`config.mk`:
```
export PLATFORM = sky130hd
export DESIGN_NAME = epcs_top
export DESIGN_NICKNAME = d
export VERILOG_FILES = /design/src/hw/epcs_pkg.sv /design/src/hw/epcs_pend_bit.sv /design/src/hw/epcs_top.sv
export SDC_FILE = /design/constraint.sdc
export NUM_CORES = 1
export LEC_CHECK = 0
export BUFFER_PORTS_ARGS = -buffer_cell sky130_fd_sc_hd__buf_2
export CORE_AREA = 2 2 86 68
export CTS_CLUSTER_DIAMETER = 40
export DETAILED_ROUTE_END_ITERATION = 6
export DIE_AREA = 0 0 88 70
export PLACE_DENSITY = 0.71
export REMOVE_ABC_BUFFERS = 1
export SYNTH_ARGS = -nofsm -noshare
export SYNTH_HDL_FRONTEND = slang
export SYNTH_SLANG_ARGS = --single-unit
```
`constraint.sdc`:
```
create_clock -name aclk -period 1.7 [get_ports aclk]
set_input_delay 0.17 -clock aclk [delete_from_list [all_inputs] [get_ports aclk]]
set_output_delay 0.17 -clock aclk [all_outputs]
set_load 0.01 [all_outputs]
```
`src/hw/epcs_pkg.sv`:
```
// Constants for the exception pend control and status block
package epcs_pkg;
    localparam logic [11:0] OFF_ICS     = 12'hD04;
    localparam logic [11:0] OFF_IRQ_ST  = 12'hD80;
    localparam logic [11:0] OFF_IRQ_MSK = 12'hD84;
    localparam int BIT_DS_SET   = 28;
    localparam int BIT_DS_CLR   = 27;
    localparam int BIT_TK_SET   = 26;
    localparam int BIT_TK_CLR   = 25;
    localparam int BIT_HALT_IRQ = 23;
    localparam int BIT_ANY_PEND = 22;
    localparam int EVT_W        = 2;
    localparam logic [31:0] RESET_WORD = 32'h0000_0000;
    localparam logic [1:0]  RESP_OKAY   = 2'h0;
    localparam logic [1:0]  RESP_SLVERR = 2'h2;
endpackage : epcs_pkg

```
`src/hw/epcs_pend_bit.sv`:
```
// One pending flag with set, clear and handler-entry clear
`timescale 1ns/1ps
module epcs_pend_bit (
    input  wire logic aclk,
    input  wire logic aresetn,
    input  wire logic set_req,
    input  wire logic clr_req,
    input  wire logic entry_clr,
    output logic      pend
);
    logic next_pend;

    always_comb
    begin
        next_pend = pend;
        if (clr_req || entry_clr)
            next_pend = 1'b0;
        // Set wins so a simultaneous set is not lost; both at once is unpredictable anyway
        if (set_req)
            next_pend = 1'b1;
    end

    always_ff @(posedge aclk)
    begin
        if (!aresetn)
            pend <= 1'b0;
        else
            pend <= next_pend;
    end
endmodule : epcs_pend_bit

```
`src/hw/epcs_top.sv`:
```
// Interrupt control and state upper field with AXI4-Lite access
`timescale 1ns/1ps
module epcs_top (
    input  wire logic        aclk,
    input  wire logic        aresetn,
    input  wire logic [11:0] s_awaddr,
    input  wire logic [2:0]  s_awprot,
    input  wire logic        s_awvalid,
    output logic             s_awready,
    input  wire logic [31:0] s_wdata,
    input  wire logic [3:0]  s_wstrb,
    input  wire logic        s_wvalid,
    output logic             s_wready,
    output logic [1:0]       s_bresp,
    output logic             s_bvalid,
    input  wire logic        s_bready,
    input  wire logic [11:0] s_araddr,
    input  wire logic [2:0]  s_arprot,
    input  wire logic        s_arvalid,
    output logic             s_arready,
    output logic [31:0]      s_rdata,
    output logic [1:0]       s_rresp,
    output logic             s_rvalid,
    input  wire logic        s_rready,
    input  wire logic        debug_halted,
    input  wire logic        halt_release_irq,
    input  wire logic        ext_irq_pending,
    input  wire logic        enter_deferred_service,
    input  wire logic        enter_system_tick,
    output logic             deferred_service_pending,
    output logic             system_tick_pending,
    output logic             irq
);
    logic        aw_held;
    logic        w_held;
    logic [11:0] aw_addr;
    logic        aw_priv;
    logic [31:0] w_data;
    logic [3:0]  w_strb;
    logic [1:0]  ev_status;
    logic [1:0]  ev_mask;
    logic        next_aw_held;
    logic        next_w_held;
    logic [11:0] next_aw_addr;
    logic        next_aw_priv;
    logic [31:0] next_w_data;
    logic [3:0]  next_w_strb;
    logic        next_bvalid;
    logic [1:0]  next_bresp;
    logic        next_rvalid;
    logic [1:0]  next_rresp;
    logic [31:0] next_rdata;
    logic [1:0]  next_ev_status;
    logic [1:0]  next_ev_mask;
    logic        next_irq;
    logic        wr_fire;
    logic        wr_ics;
    logic        rd_fire;
    logic        rd_priv;
    logic        ds_pend;
    logic        tk_pend;
    logic        ds_set;
    logic        ds_clr;
    logic        tk_set;
    logic        tk_clr;
    logic [31:0] ics_word;
    logic [1:0]  ev_pulse;
    logic        ics_rd;

    // Write fires once address and data are both held and no response is outstanding
    assign wr_fire = aw_held && w_held && !s_bvalid;
    assign wr_ics  = wr_fire && aw_priv && (aw_addr == epcs_pkg::OFF_ICS) && w_strb[3];
    assign ds_set  = wr_ics && w_data[epcs_pkg::BIT_DS_SET];
    assign ds_clr  = wr_ics && w_data[epcs_pkg::BIT_DS_CLR];
    assign tk_set  = wr_ics && w_data[epcs_pkg::BIT_TK_SET];
    assign tk_clr  = wr_ics && w_data[epcs_pkg::BIT_TK_CLR];

    epcs_pend_bit u_ds (
        .aclk      (aclk),
        .aresetn   (aresetn),
        .set_req   (ds_set),
        .clr_req   (ds_clr),
        .entry_clr (enter_deferred_service),
        .pend      (ds_pend)
    );

    epcs_pend_bit u_tk (
        .aclk      (aclk),
        .aresetn   (aresetn),
        .set_req   (tk_set),
        .clr_req   (tk_clr),
        .entry_clr (enter_system_tick),
        .pend      (tk_pend)
    );

    // Clear-pending bits are write-only; returning zero is a safe choice for unknown
    always_comb
    begin
        ics_word = epcs_pkg::RESET_WORD;
        ics_word[epcs_pkg::BIT_DS_SET]   = ds_pend;
        ics_word[epcs_pkg::BIT_TK_SET]   = tk_pend;
        ics_word[epcs_pkg::BIT_HALT_IRQ] = debug_halted && halt_release_irq;
        // Pending summary excludes NMI and faults by input definition
        ics_word[epcs_pkg::BIT_ANY_PEND] = ext_irq_pending || ds_pend || tk_pend;
    end

    // Events: bit 0 deferred service became pending, bit 1 tick became pending
    assign ev_pulse = {tk_set && !tk_pend, ds_set && !ds_pend};
    assign rd_fire  = s_arvalid && s_arready;
    assign rd_priv  = s_arprot[0];
    // Privileged read of the control word, used only by the checks below
    assign ics_rd   = rd_fire && rd_priv && (s_araddr == epcs_pkg::OFF_ICS);

    always_comb
    begin
        next_aw_held = aw_held;
        next_aw_addr = aw_addr;
        next_aw_priv = aw_priv;
        next_w_held  = w_held;
        next_w_data  = w_data;
        next_w_strb  = w_strb;
        next_bvalid  = s_bvalid;
        next_bresp   = s_bresp;
        next_rvalid  = s_rvalid;
        next_rresp   = s_rresp;
        next_rdata   = s_rdata;
        next_ev_mask = ev_mask;
        next_ev_status = ev_status;
        if (s_awvalid && s_awready)
        begin
            next_aw_held = 1'b1;
            next_aw_addr = s_awaddr;
            next_aw_priv = s_awprot[0];
        end
        if (s_wvalid && s_wready)
        begin
            next_w_held = 1'b1;
            next_w_data = s_wdata;
            next_w_strb = s_wstrb;
        end
        if (wr_fire)
        begin
            next_aw_held = 1'b0;
            next_w_held  = 1'b0;
            next_bvalid  = 1'b1;
            next_bresp   = epcs_pkg::RESP_OKAY;
            if (!aw_priv)
                next_bresp = epcs_pkg::RESP_SLVERR;
            else if (aw_addr == epcs_pkg::OFF_IRQ_MSK)
                next_ev_mask = w_data[1:0];
            else if (aw_addr != epcs_pkg::OFF_ICS && aw_addr != epcs_pkg::OFF_IRQ_ST)
                next_bresp = epcs_pkg::RESP_SLVERR;
        end
        else if (s_bvalid && s_bready)
            next_bvalid = 1'b0;
        if (rd_fire)
        begin
            next_rvalid = 1'b1;
            next_rresp  = epcs_pkg::RESP_OKAY;
            next_rdata  = epcs_pkg::RESET_WORD;
            if (!rd_priv)
                next_rresp = epcs_pkg::RESP_SLVERR;
            else if (s_araddr == epcs_pkg::OFF_ICS)
                next_rdata = ics_word;
            else if (s_araddr == epcs_pkg::OFF_IRQ_ST)
            begin
                next_rdata = {30'h0000_0000, ev_status};
                next_ev_status = 2'h0;
            end
            else if (s_araddr == epcs_pkg::OFF_IRQ_MSK)
                next_rdata = {30'h0000_0000, ev_mask};
            else
                next_rresp = epcs_pkg::RESP_SLVERR;
        end
        else if (s_rvalid && s_rready)
            next_rvalid = 1'b0;
        // New events win over the read-clear
        next_ev_status = next_ev_status | ev_pulse;
        next_irq = |(next_ev_status & next_ev_mask);
    end

    always_ff @(posedge aclk)
    begin
        if (!aresetn)
        begin
            aw_held   <= 1'b0;
            aw_addr   <= 12'h000;
            aw_priv   <= 1'b0;
            w_held    <= 1'b0;
            w_data    <= 32'h0000_0000;
            w_strb    <= 4'h0;
            s_bvalid  <= 1'b0;
            s_bresp   <= 2'h0;
            s_rvalid  <= 1'b0;
            s_rresp   <= 2'h0;
            s_rdata   <= 32'h0000_0000;
            ev_status <= 2'h0;
            ev_mask   <= 2'h0;
            irq       <= 1'b0;
            s_awready <= 1'b0;
            s_wready  <= 1'b0;
            s_arready <= 1'b0;
            deferred_service_pending <= 1'b0;
            system_tick_pending      <= 1'b0;
        end
        else
        begin
            aw_held   <= next_aw_held;
            aw_addr   <= next_aw_addr;
            aw_priv   <= next_aw_priv;
            w_held    <= next_w_held;
            w_data    <= next_w_data;
            w_strb    <= next_w_strb;
            s_bvalid  <= next_bvalid;
            s_bresp   <= next_bresp;
            s_rvalid  <= next_rvalid;
            s_rresp   <= next_rresp;
            s_rdata   <= next_rdata;
            ev_status <= next_ev_status;
            ev_mask   <= next_ev_mask;
            irq       <= next_irq;
            // Ready only while the holding slot is free and will stay free next cycle
            s_awready <= !next_aw_held && !(s_awvalid && s_awready);
            s_wready  <= !next_w_held && !(s_wvalid && s_wready);
            s_arready <= !next_rvalid && !rd_fire;
            deferred_service_pending <= next_pend_ds();
            system_tick_pending      <= next_pend_tk();
        end
    end

    function automatic logic next_pend_ds();
        next_pend_ds = ds_set || (ds_pend && !ds_clr && !enter_deferred_service);
    endfunction : next_pend_ds

    function automatic logic next_pend_tk();
        next_pend_tk = tk_set || (tk_pend && !tk_clr && !enter_system_tick);
    endfunction : next_pend_tk

    a_ds_set_pend: assert property (@(posedge aclk) disable iff (!aresetn)
        ds_set |=> ds_pend)
        else $error("deferred set lost");
    a_ds_only_sw: assert property (@(posedge aclk) disable iff (!aresetn)
        $rose(ds_pend) |-> $past(ds_set))
        else $error("deferred pend without write");
    a_ds_no_other: assert property (@(posedge aclk) disable iff (!aresetn)
        !ds_set && !ds_pend |=> !ds_pend)
        else $error("deferred pend from another path");
    a_ds_clr_pend: assert property (@(posedge aclk) disable iff (!aresetn)
        ds_clr && !ds_set |=> !ds_pend)
        else $error("deferred clear failed");
    a_tk_set_pend: assert property (@(posedge aclk) disable iff (!aresetn)
        tk_set |=> tk_pend ##0 system_tick_pending)
        else $error("tick set lost");
    a_tk_clr_pend: assert property (@(posedge aclk) disable iff (!aresetn)
        tk_clr && !tk_set |=> !tk_pend)
        else $error("tick clear failed");
    a_tk_zero_write: assert property (@(posedge aclk) disable iff (!aresetn)
        wr_ics && !w_data[epcs_pkg::BIT_TK_SET] && !w_data[epcs_pkg::BIT_TK_CLR]
        && !enter_system_tick |=> $stable(tk_pend))
        else $error("zero write changed tick state");
    a_clr_bits_zero: assert property (@(posedge aclk) disable iff (!aresetn)
        rd_fire |=> !s_rdata[epcs_pkg::BIT_DS_CLR] && !s_rdata[epcs_pkg::BIT_TK_CLR])
        else $error("write-only bit read nonzero");
    a_halt_irq_bit: assert property (@(posedge aclk) disable iff (!aresetn)
        ics_rd && !debug_halted |=> !s_rdata[epcs_pkg::BIT_HALT_IRQ])
        else $error("halt bit outside debug");
    a_halt_irq_on: assert property (@(posedge aclk) disable iff (!aresetn)
        ics_rd && debug_halted && halt_release_irq |=> s_rdata[epcs_pkg::BIT_HALT_IRQ])
        else $error("halt bit missing in debug");
    a_any_pend_bit: assert property (@(posedge aclk) disable iff (!aresetn)
        ics_rd && (ds_pend || ext_irq_pending) |=> s_rdata[epcs_pkg::BIT_ANY_PEND])
        else $error("pending summary wrong");
    a_tk_any_pend: assert property (@(posedge aclk) disable iff (!aresetn)
        ics_rd && tk_pend |=> s_rdata[epcs_pkg::BIT_ANY_PEND])
        else $error("pending summary misses tick");
    a_any_pend_none: assert property (@(posedge aclk) disable iff (!aresetn)
        ics_rd && !ds_pend && !tk_pend && !ext_irq_pending |=> !s_rdata[epcs_pkg::BIT_ANY_PEND])
        else $error("pending summary set with nothing pending");
    a_resv_zero: assert property (@(posedge aclk) disable iff (!aresetn)
        rd_fire |=> s_rdata[24] == 1'b0 && s_rdata[21:19] == 3'h0)
        else $error("reserved set");
    a_unpriv_rej: assert property (@(posedge aclk) disable iff (!aresetn)
        wr_fire && !aw_priv |=> s_bvalid && s_bresp == epcs_pkg::RESP_SLVERR && $stable(ds_pend))
        else $error("unprivileged write accepted");
    a_unpriv_rd: assert property (@(posedge aclk) disable iff (!aresetn)
        rd_fire && !rd_priv |=> s_rvalid && s_rresp == epcs_pkg::RESP_SLVERR && s_rdata == 32'h0)
        else $error("unprivileged read accepted");
    a_entry_clear: assert property (@(posedge aclk) disable iff (!aresetn)
        enter_system_tick && !tk_set |=> !tk_pend)
        else $error("entry did not clear");
    a_ds_entry_clr: assert property (@(posedge aclk) disable iff (!aresetn)
        enter_deferred_service && !ds_set |=> !ds_pend)
        else $error("deferred entry did not clear");
    a_pend_outs: assert property (@(posedge aclk) disable iff (!aresetn)
        deferred_service_pending == ds_pend && system_tick_pending == tk_pend)
        else $error("pending outputs differ from flags");
endmodule : epcs_top

```
==> impl_metrics.csv, run 1 <==
group,metric,value,unit
status,status,"finished, violations left",
status,violations,"negative setup slack",
clock_network,cts_sinks,44,
clock_network,clkTransAtPathRegs,0.08,ns
critical_path,r2r_start,"aw_addr[3]",
critical_path,crit_start,"aw_addr[3]",
critical_path,end_kind,"flop",
global_routing,grt_max_degree,26,
die,die_w,88,um
hold_path,min_to,"aw_addr[5]",
global_routing,grt_pass1_vias,1550,
layout,register_area,883,um^2
placement,numPortBuffers,60,
route,antenna_left,0,
placement,dp.cells,362,
clock_network,ctsHtreeMaxLevel,2,
sta,finalCriticalPeriod,1.77,ns
clock_network,root_buffer,"clkbuf_8",
sta,slew_viol_final,0,
sta,finalHoldViolCount,0,
die,die_area,0.00616,mm^2
placement,place_congestion,0.782,
critical_path,critical_path_class,"reg -> reg",
clock_network,clock_latency,0.28,ns
critical_path,crit_fanout,3,
die,die_h,70,um
logic_synthesis,ys_types,37,
sta,skew,0.00330,ns
logic_synthesis,yosysSeqAreaShare,44.0,%
layout,nets,369,
layout,layout_commonest_cell,"buf_2",
route,first_iter_violations,62,
clock_network,cts_buffer_depth,2,
sta,max_freq,0.564,GHz
die,initial_utilization,36.8,%
logic_synthesis,syn_inst,229,
sta,setup_tns,-0.354,ns
global_routing,overflow,0,
global_routing,grtUsageTotal,13.4,%
route,via_count,1660,
route,wl_per_cell,10.9,um
layout,multi_input_area,967,um^2
run,max_cap_viol_count,0,
sta,fin_crit_sh,104,%
critical_path,cp.arrival,1.98,ns
clock_network,ctsHoldBuffers,0,
layout,syn_to_final_growth,20.3,%
logic_synthesis,synth_area,0.00200,mm^2
clock_network,cts_tree,"built",
sta,final-setup-viol-count,7,
layout,layout_common_cells,"buf_2 (60), nand2_1 (46), dfxtp_1 (42), conb_1 (28), a21boi_0 (25)",
critical_path,start_kind,"flop",
critical_path,r2r_cells,5,
route,drc_errors,0,
global_routing,antenna_found_initial,0,
layout,fillers,561,
pwr,vdd_drop_max,0.325,mV
route,drt-total-wl,4050,um
logic_synthesis,syn-mean-instance-area,8.74,um^2
sta,rsz0062_at_grt,"true",
die,io_pins,122,
layout,fin_cells,370,
hold_path,hp-class,"in -> reg",
route,drtPass1Iterations,4,
die,fp-row-count,24,
placement,post-dp-hpwl,3090,um
route,avgViaCountPerCell,4.49,
clock_network,cts_buffers,5,
layout,drive_gt1_share,29.1,%
pwr,p_per_area,817,mW/mm^2
sta,setup_ws,-0.0732,ns
critical_path,r2r_setup_slack,-0.07,ns
die,core,0.00544,mm^2
layout,diodes,0,
critical_path,worstReg2RegEnd,"irq",
pwr,total_leakage_power,0.00103,uW
global_routing,grt_first_pass_wirelength,6640,um
logic_synthesis,yosysWarnings,0,
logic_synthesis,ys_ff_latch,44,
hold_path,worstHoldPathCells,3,
hold_path,hp-start,"s_awaddr[5]",
critical_path,crit_required,1.91,ns
-- Yosys cell counts --
cell	instances	area, um^2
a21boi_0	29	218
and2_0	1	6.26
nor4bb_1	1	10.0
o22a_1	1	8.76
a22oi_1	4	30.0
or4bb_1	1	11.3
buf_4	29	218
a211o_1	2	17.5
nor3_1	1	5.00
nor3b_1	1	7.51
and3_1	5	31.3
nor4b_1	1	8.76
nand3_1	9	45.0
nor4b_2	1	15.0
nor2b_1	5	31.3
o31ai_1	1	7.51
nand3b_1	3	22.5
inv_1	7	26.3
o22a_2	1	10.0
o22ai_1	1	6.26
clkbuf_1	8	30.0
nand2b_1	4	25.0
nor4_4	1	21.3
nor2_1	7	26.3
and3b_2	1	10.0
nand4b_1	1	8.76
o21ai_0	2	10.0
nand4_1	1	6.26
nand2_1	47	176
or4_4	1	11.3
a32oi_1	1	8.76
a41oi_1	1	8.76
a21oi_1	2	10.0
mux2i_1	2	20.0
dfxtp_1	44	881
conb_1	1	3.75
and3_2	1	7.51
-- what timing repair did --
item	CTS	global route
setup buffers	0	0
resized for setup	7	4
endpoints found under the setup margin	8	9
pin swaps	6	5
-- worst max-delay path: stages (launching register included) --
cell and delay (ns):
dfxtp_2 0.32, or4_4 0.55, nor4_4 0.29, nand3b_1 0.15
o22a_2 0.27, o22ai_2 0.11
-- routing by layer --
layer  GRT usage (%)  share of wire, %
met5               0                 0
met2            23.4                47
met4            4.10              0.77
met1            16.2                46
met3            3.19               5.2
-- power breakdown --
part	total, uW	internal [uW]	leakage, uW	switching, uW
combinational	209	92.8	0.000629	117
clock	658	330	0.0000445	328
sequential	1100	1070	0.000359	29.7
total	1970	1490	0.00103	474
-- logic make-up after synthesis --
kind of cell | share of synthesized area [%]
AOI/OAI and AO/OA | 16.8
buffers and inverters | 13.7
DFF | 44.0
muxes | 1.00
other | 0.187
and+or+nand+nor | 24.3
-- registers in the layout (all words and copies together) (netlist names), 2 cells and up --
| name | count |
|---|---|
| aw_addr | 12 |
| s_rdata | 6 |
| w_data | 6 |
| ev_mask | 2 |
| ev_status | 2 |
-- how the worst max path moves through the flow --
stage | endpoint | slack [ns] | cells past startpoint
2_1_floorplan | irq | 0.03 | 5
3_3_place_gp | irq | -0.13 | 5
3_5_place_dp | irq | -0.13 | 5
4_1_cts | irq | -0.09 | 5
5_1_grt | irq | -0.17 | 5
6_report | irq | -0.07 | 5
-- per-stage QoR --
stage / total power (uW) / worst slack [ns] / area [um^2] / hold slack, ns / utilization (%)
2_1_floorplan: 1230 / 0.0345 / 1850 / 0.286 / -
3_3_place_gp: 1330 / -0.129 / 2290 / 0.422 / 42.1
3_5_place_dp: 1330 / -0.128 / 2290 / 0.428 / 42.1
4_1_cts: 1990 / -0.0897 / 2390 / 0.122 / 44.1
5_1_grt: 2060 / -0.167 / 2410 / 0.133 / 44.3
6_report: 1970 / -0.0732 / 2410 / 0.126 / 44.3
-- final cells by class --
cell class | instances | share of cell area [%]
clock buffer | 7 | 3.59
tap | 78 | 4.06
timing repair buffer | 65 | 14.0
clock inverter | 1 | 0.312
multi-input combinational | 168 | 40.2
sequential | 44 | 36.7
inverter | 7 | 1.09
(Power assumes the default switching activity.)
==> inputs of run 2 (changes only) <==
Settings changed: BUFFER_PORTS_ARGS -buffer_cell sky130_fd_sc_hd__buf_2 to default, CORE_AREA 2 2 86 68 to 2 2 73 57, DIE_AREA 0 0 88 70 to 0 0 75 59, DONT_BUFFER_PORTS from default to 1, PLACE_DENSITY 0.71 to 0.69.
==> impl_metrics.csv, run 2 (synthesized netlist as in run 1, its figures left out) <==
group,metric,value,unit
status,status,"finished, violations left",
status,violations,"negative setup slack",
clock_network,cts_sinks,44,
critical_path,critical_path_class,"reg -> reg",
critical_path,max_stage_delay,0.56,ns
critical_path,end_kind,"flop",
sta,finalCriticalPeriod,1.78,ns
critical_path,crit_required,1.88,ns
global_routing,grt_max_degree,45,
clock_network,cts_buffers,5,
die,io_pins,122,
layout,layout_common_cells,"nand2_1 (47), dfxtp_1 (43), conb_1 (28), a21boi_0 (25), nand3_1 (9)",
pwr,p_sw_share,23.1,%
global_routing,grt_pass1_vias,1234,
route,via_count,1434,
placement,post-dp-hpwl,2570,um
sta,setup_ws,-0.0755,ns
die,initial_utilization,55.0,%
route,avgViaCountPerCell,5.03,
pwr,vdd_drop_max,0.541,mV
placement,place_ws,-0.137,ns
global_routing,use_met2,22.8,%
critical_path,path_buf_inv,0,
pwr,p_per_area,909,mW/mm^2
critical_path,start_kind,"flop",
pwr,total_leakage_power,0.000777,uW
placement,place_congestion,0.708,
layout,reg.largest.list,"aw_addr: 12 flops, s_rdata: 6 flops, w_data: 6 flops",
global_routing,grtUsageTotal,17.3,%
route,drc_errors,0,
die,die_area,0.00443,mm^2
placement,dp.cells,275,
route,antenna_left,0,
global_routing,met1_usage,25.9,%
layout,nets,310,
critical_path,cp_top_family,"simple AND/OR/NAND/NOR gates",
placement,numPortBuffers,0,
clock_network,cts_setup_buffers,0,
sta,skew,0.00296,ns
run,max_cap_viol_count,0,
clock_network,cts_buffer_depth,2,
layout,diodes,0,
pwr,p_clk_share,34.6,%
layout,drive_gt1_share,9.01,%
layout,regMostFlops,"aw_addr",
sta,rsz0062_at_grt,"true",
die,die_w,75,um
clock_network,clock_latency,0.29,ns
die,die_h,59,um
route,wl_per_cell,12.6,um
sta,final-setup-viol-count,7,
clock_network,ctsHtreeMaxLevel,2,
sta,max_freq,0.563,GHz
global_routing,grt_use_met3,7.31,%
die,fp-row-count,19,
global_routing,antenna_found_initial,0,
layout,largest_register_ffs,12,
critical_path,crit_slowest_cell,"or4_4",
pwr,switchingPower,437,uW
sta,slew_viol_final,0,
critical_path,crit_fanout,3,
die,core,0.00364,mm^2
pwr,power.share.sequential,58.4,%
sta,fin_crit_sh,104,%
global_routing,overflow,0,
global_routing,busiest_layer,"met1",
clock_network,cts_tree,"built",
clock_network,root_buffer,"clkbuf_8",
layout,layout_commonest_cell,"nand2_1",
pwr,intPower,1450,uW
clock_network,clkTransAtPathRegs,0.08,ns
sta,holdWs,0.0134,ns
global_routing,grt_first_pass_wirelength,5710,um
critical_path,cp.arrival,1.95,ns
route,first_iter_violations,76,
hold_path,hp-class,"in -> reg",
route,drtPass1Iterations,4,
critical_path,crit_chain,"or4_4 > nor4_4 > nand2_1 > mux2i_2 > o22ai_2",
layout,syn_to_final_growth,3.88,%
sta,finalHoldViolCount,0,
route,drt-total-wl,3600,um
pwr,combPwrFrac,7.0,%
layout,fin_cells,285,
-- run 2: cell count changes in the layout (fill, tap and decap cells not counted), sizes merged --
| cell | delta |
|---|---|
| clkinvlp | -1 |
| clkbuf | +1 |
| buf | -61 |
| dlygate4sd3 | +2 |
-- run 2: worst reg2reg max path: stages, from the launching register on --
cell and delay (ns):
dfxtp_2 0.32, or4_4 0.56, nor4_4 0.26, nand2_1 0.16
mux2i_2 0.24, o22ai_2 0.12
-- run 2: repair_timing --
action                     CTS  global route
gates resized for setup      2             7
hold buffers                 1             1
hold endpoints to repair     1             1
pin swaps                    8             5
setup endpoints to repair    7             9
-- run 2: area by class of cell --
class                   count  area (um^2)
well taps                  52         65.1
multi-input cells         168          965
repair buffers              6         50.0
flip-flops and latches     44          882
fillers                   341         1560
clock buffers               8         90.1
inverters                   7         26.3
-- run 2: per-stage QoR --
stage	area, um^2	setup TNS, ns	utilization (%)	total power (uW)
detailed placement	1950	-0.474	53.6	1250
global placement	1950	-0.406	53.6	1250
global route	2080	-0.885	57.1	1990
finish	2080	-0.194	57.1	1890
floorplan	1850	0	-	1230
CTS	2060	-0.299	56.6	1910
-- run 2: worst paths after layout --
check | startpoint | end | slack [ns] | cells after the start
worst max-delay path | aw_addr[0] | irq | -0.08 | 5
worst min register to register | aw_addr[11] | aw_addr[11] | 0.46 | 2
worst max register to register | aw_addr[0] | irq | -0.08 | 5
worst min-delay path | aresetn | s_rdata[23] | 0.01 | 1
-- run 2: layer usage --
layer  share of wire (%)  routed length (um)
met5                   0                   0
met4                0.39                  14
met3                 8.7                 311
met2                  39                1420
met1                  51                1850
-- run 2: power by group through the flow --
stage / Sequential (uW) / Clock [uW] / Combinational, uW
floorplan: 1120 / 0 / 108
global placement: 1120 / 0 / 125
detailed placement: 1130 / 0 / 127
CTS: 1100 / 680 / 129
global route: 1110 / 731 / 151
finish: 1100 / 654 / 132
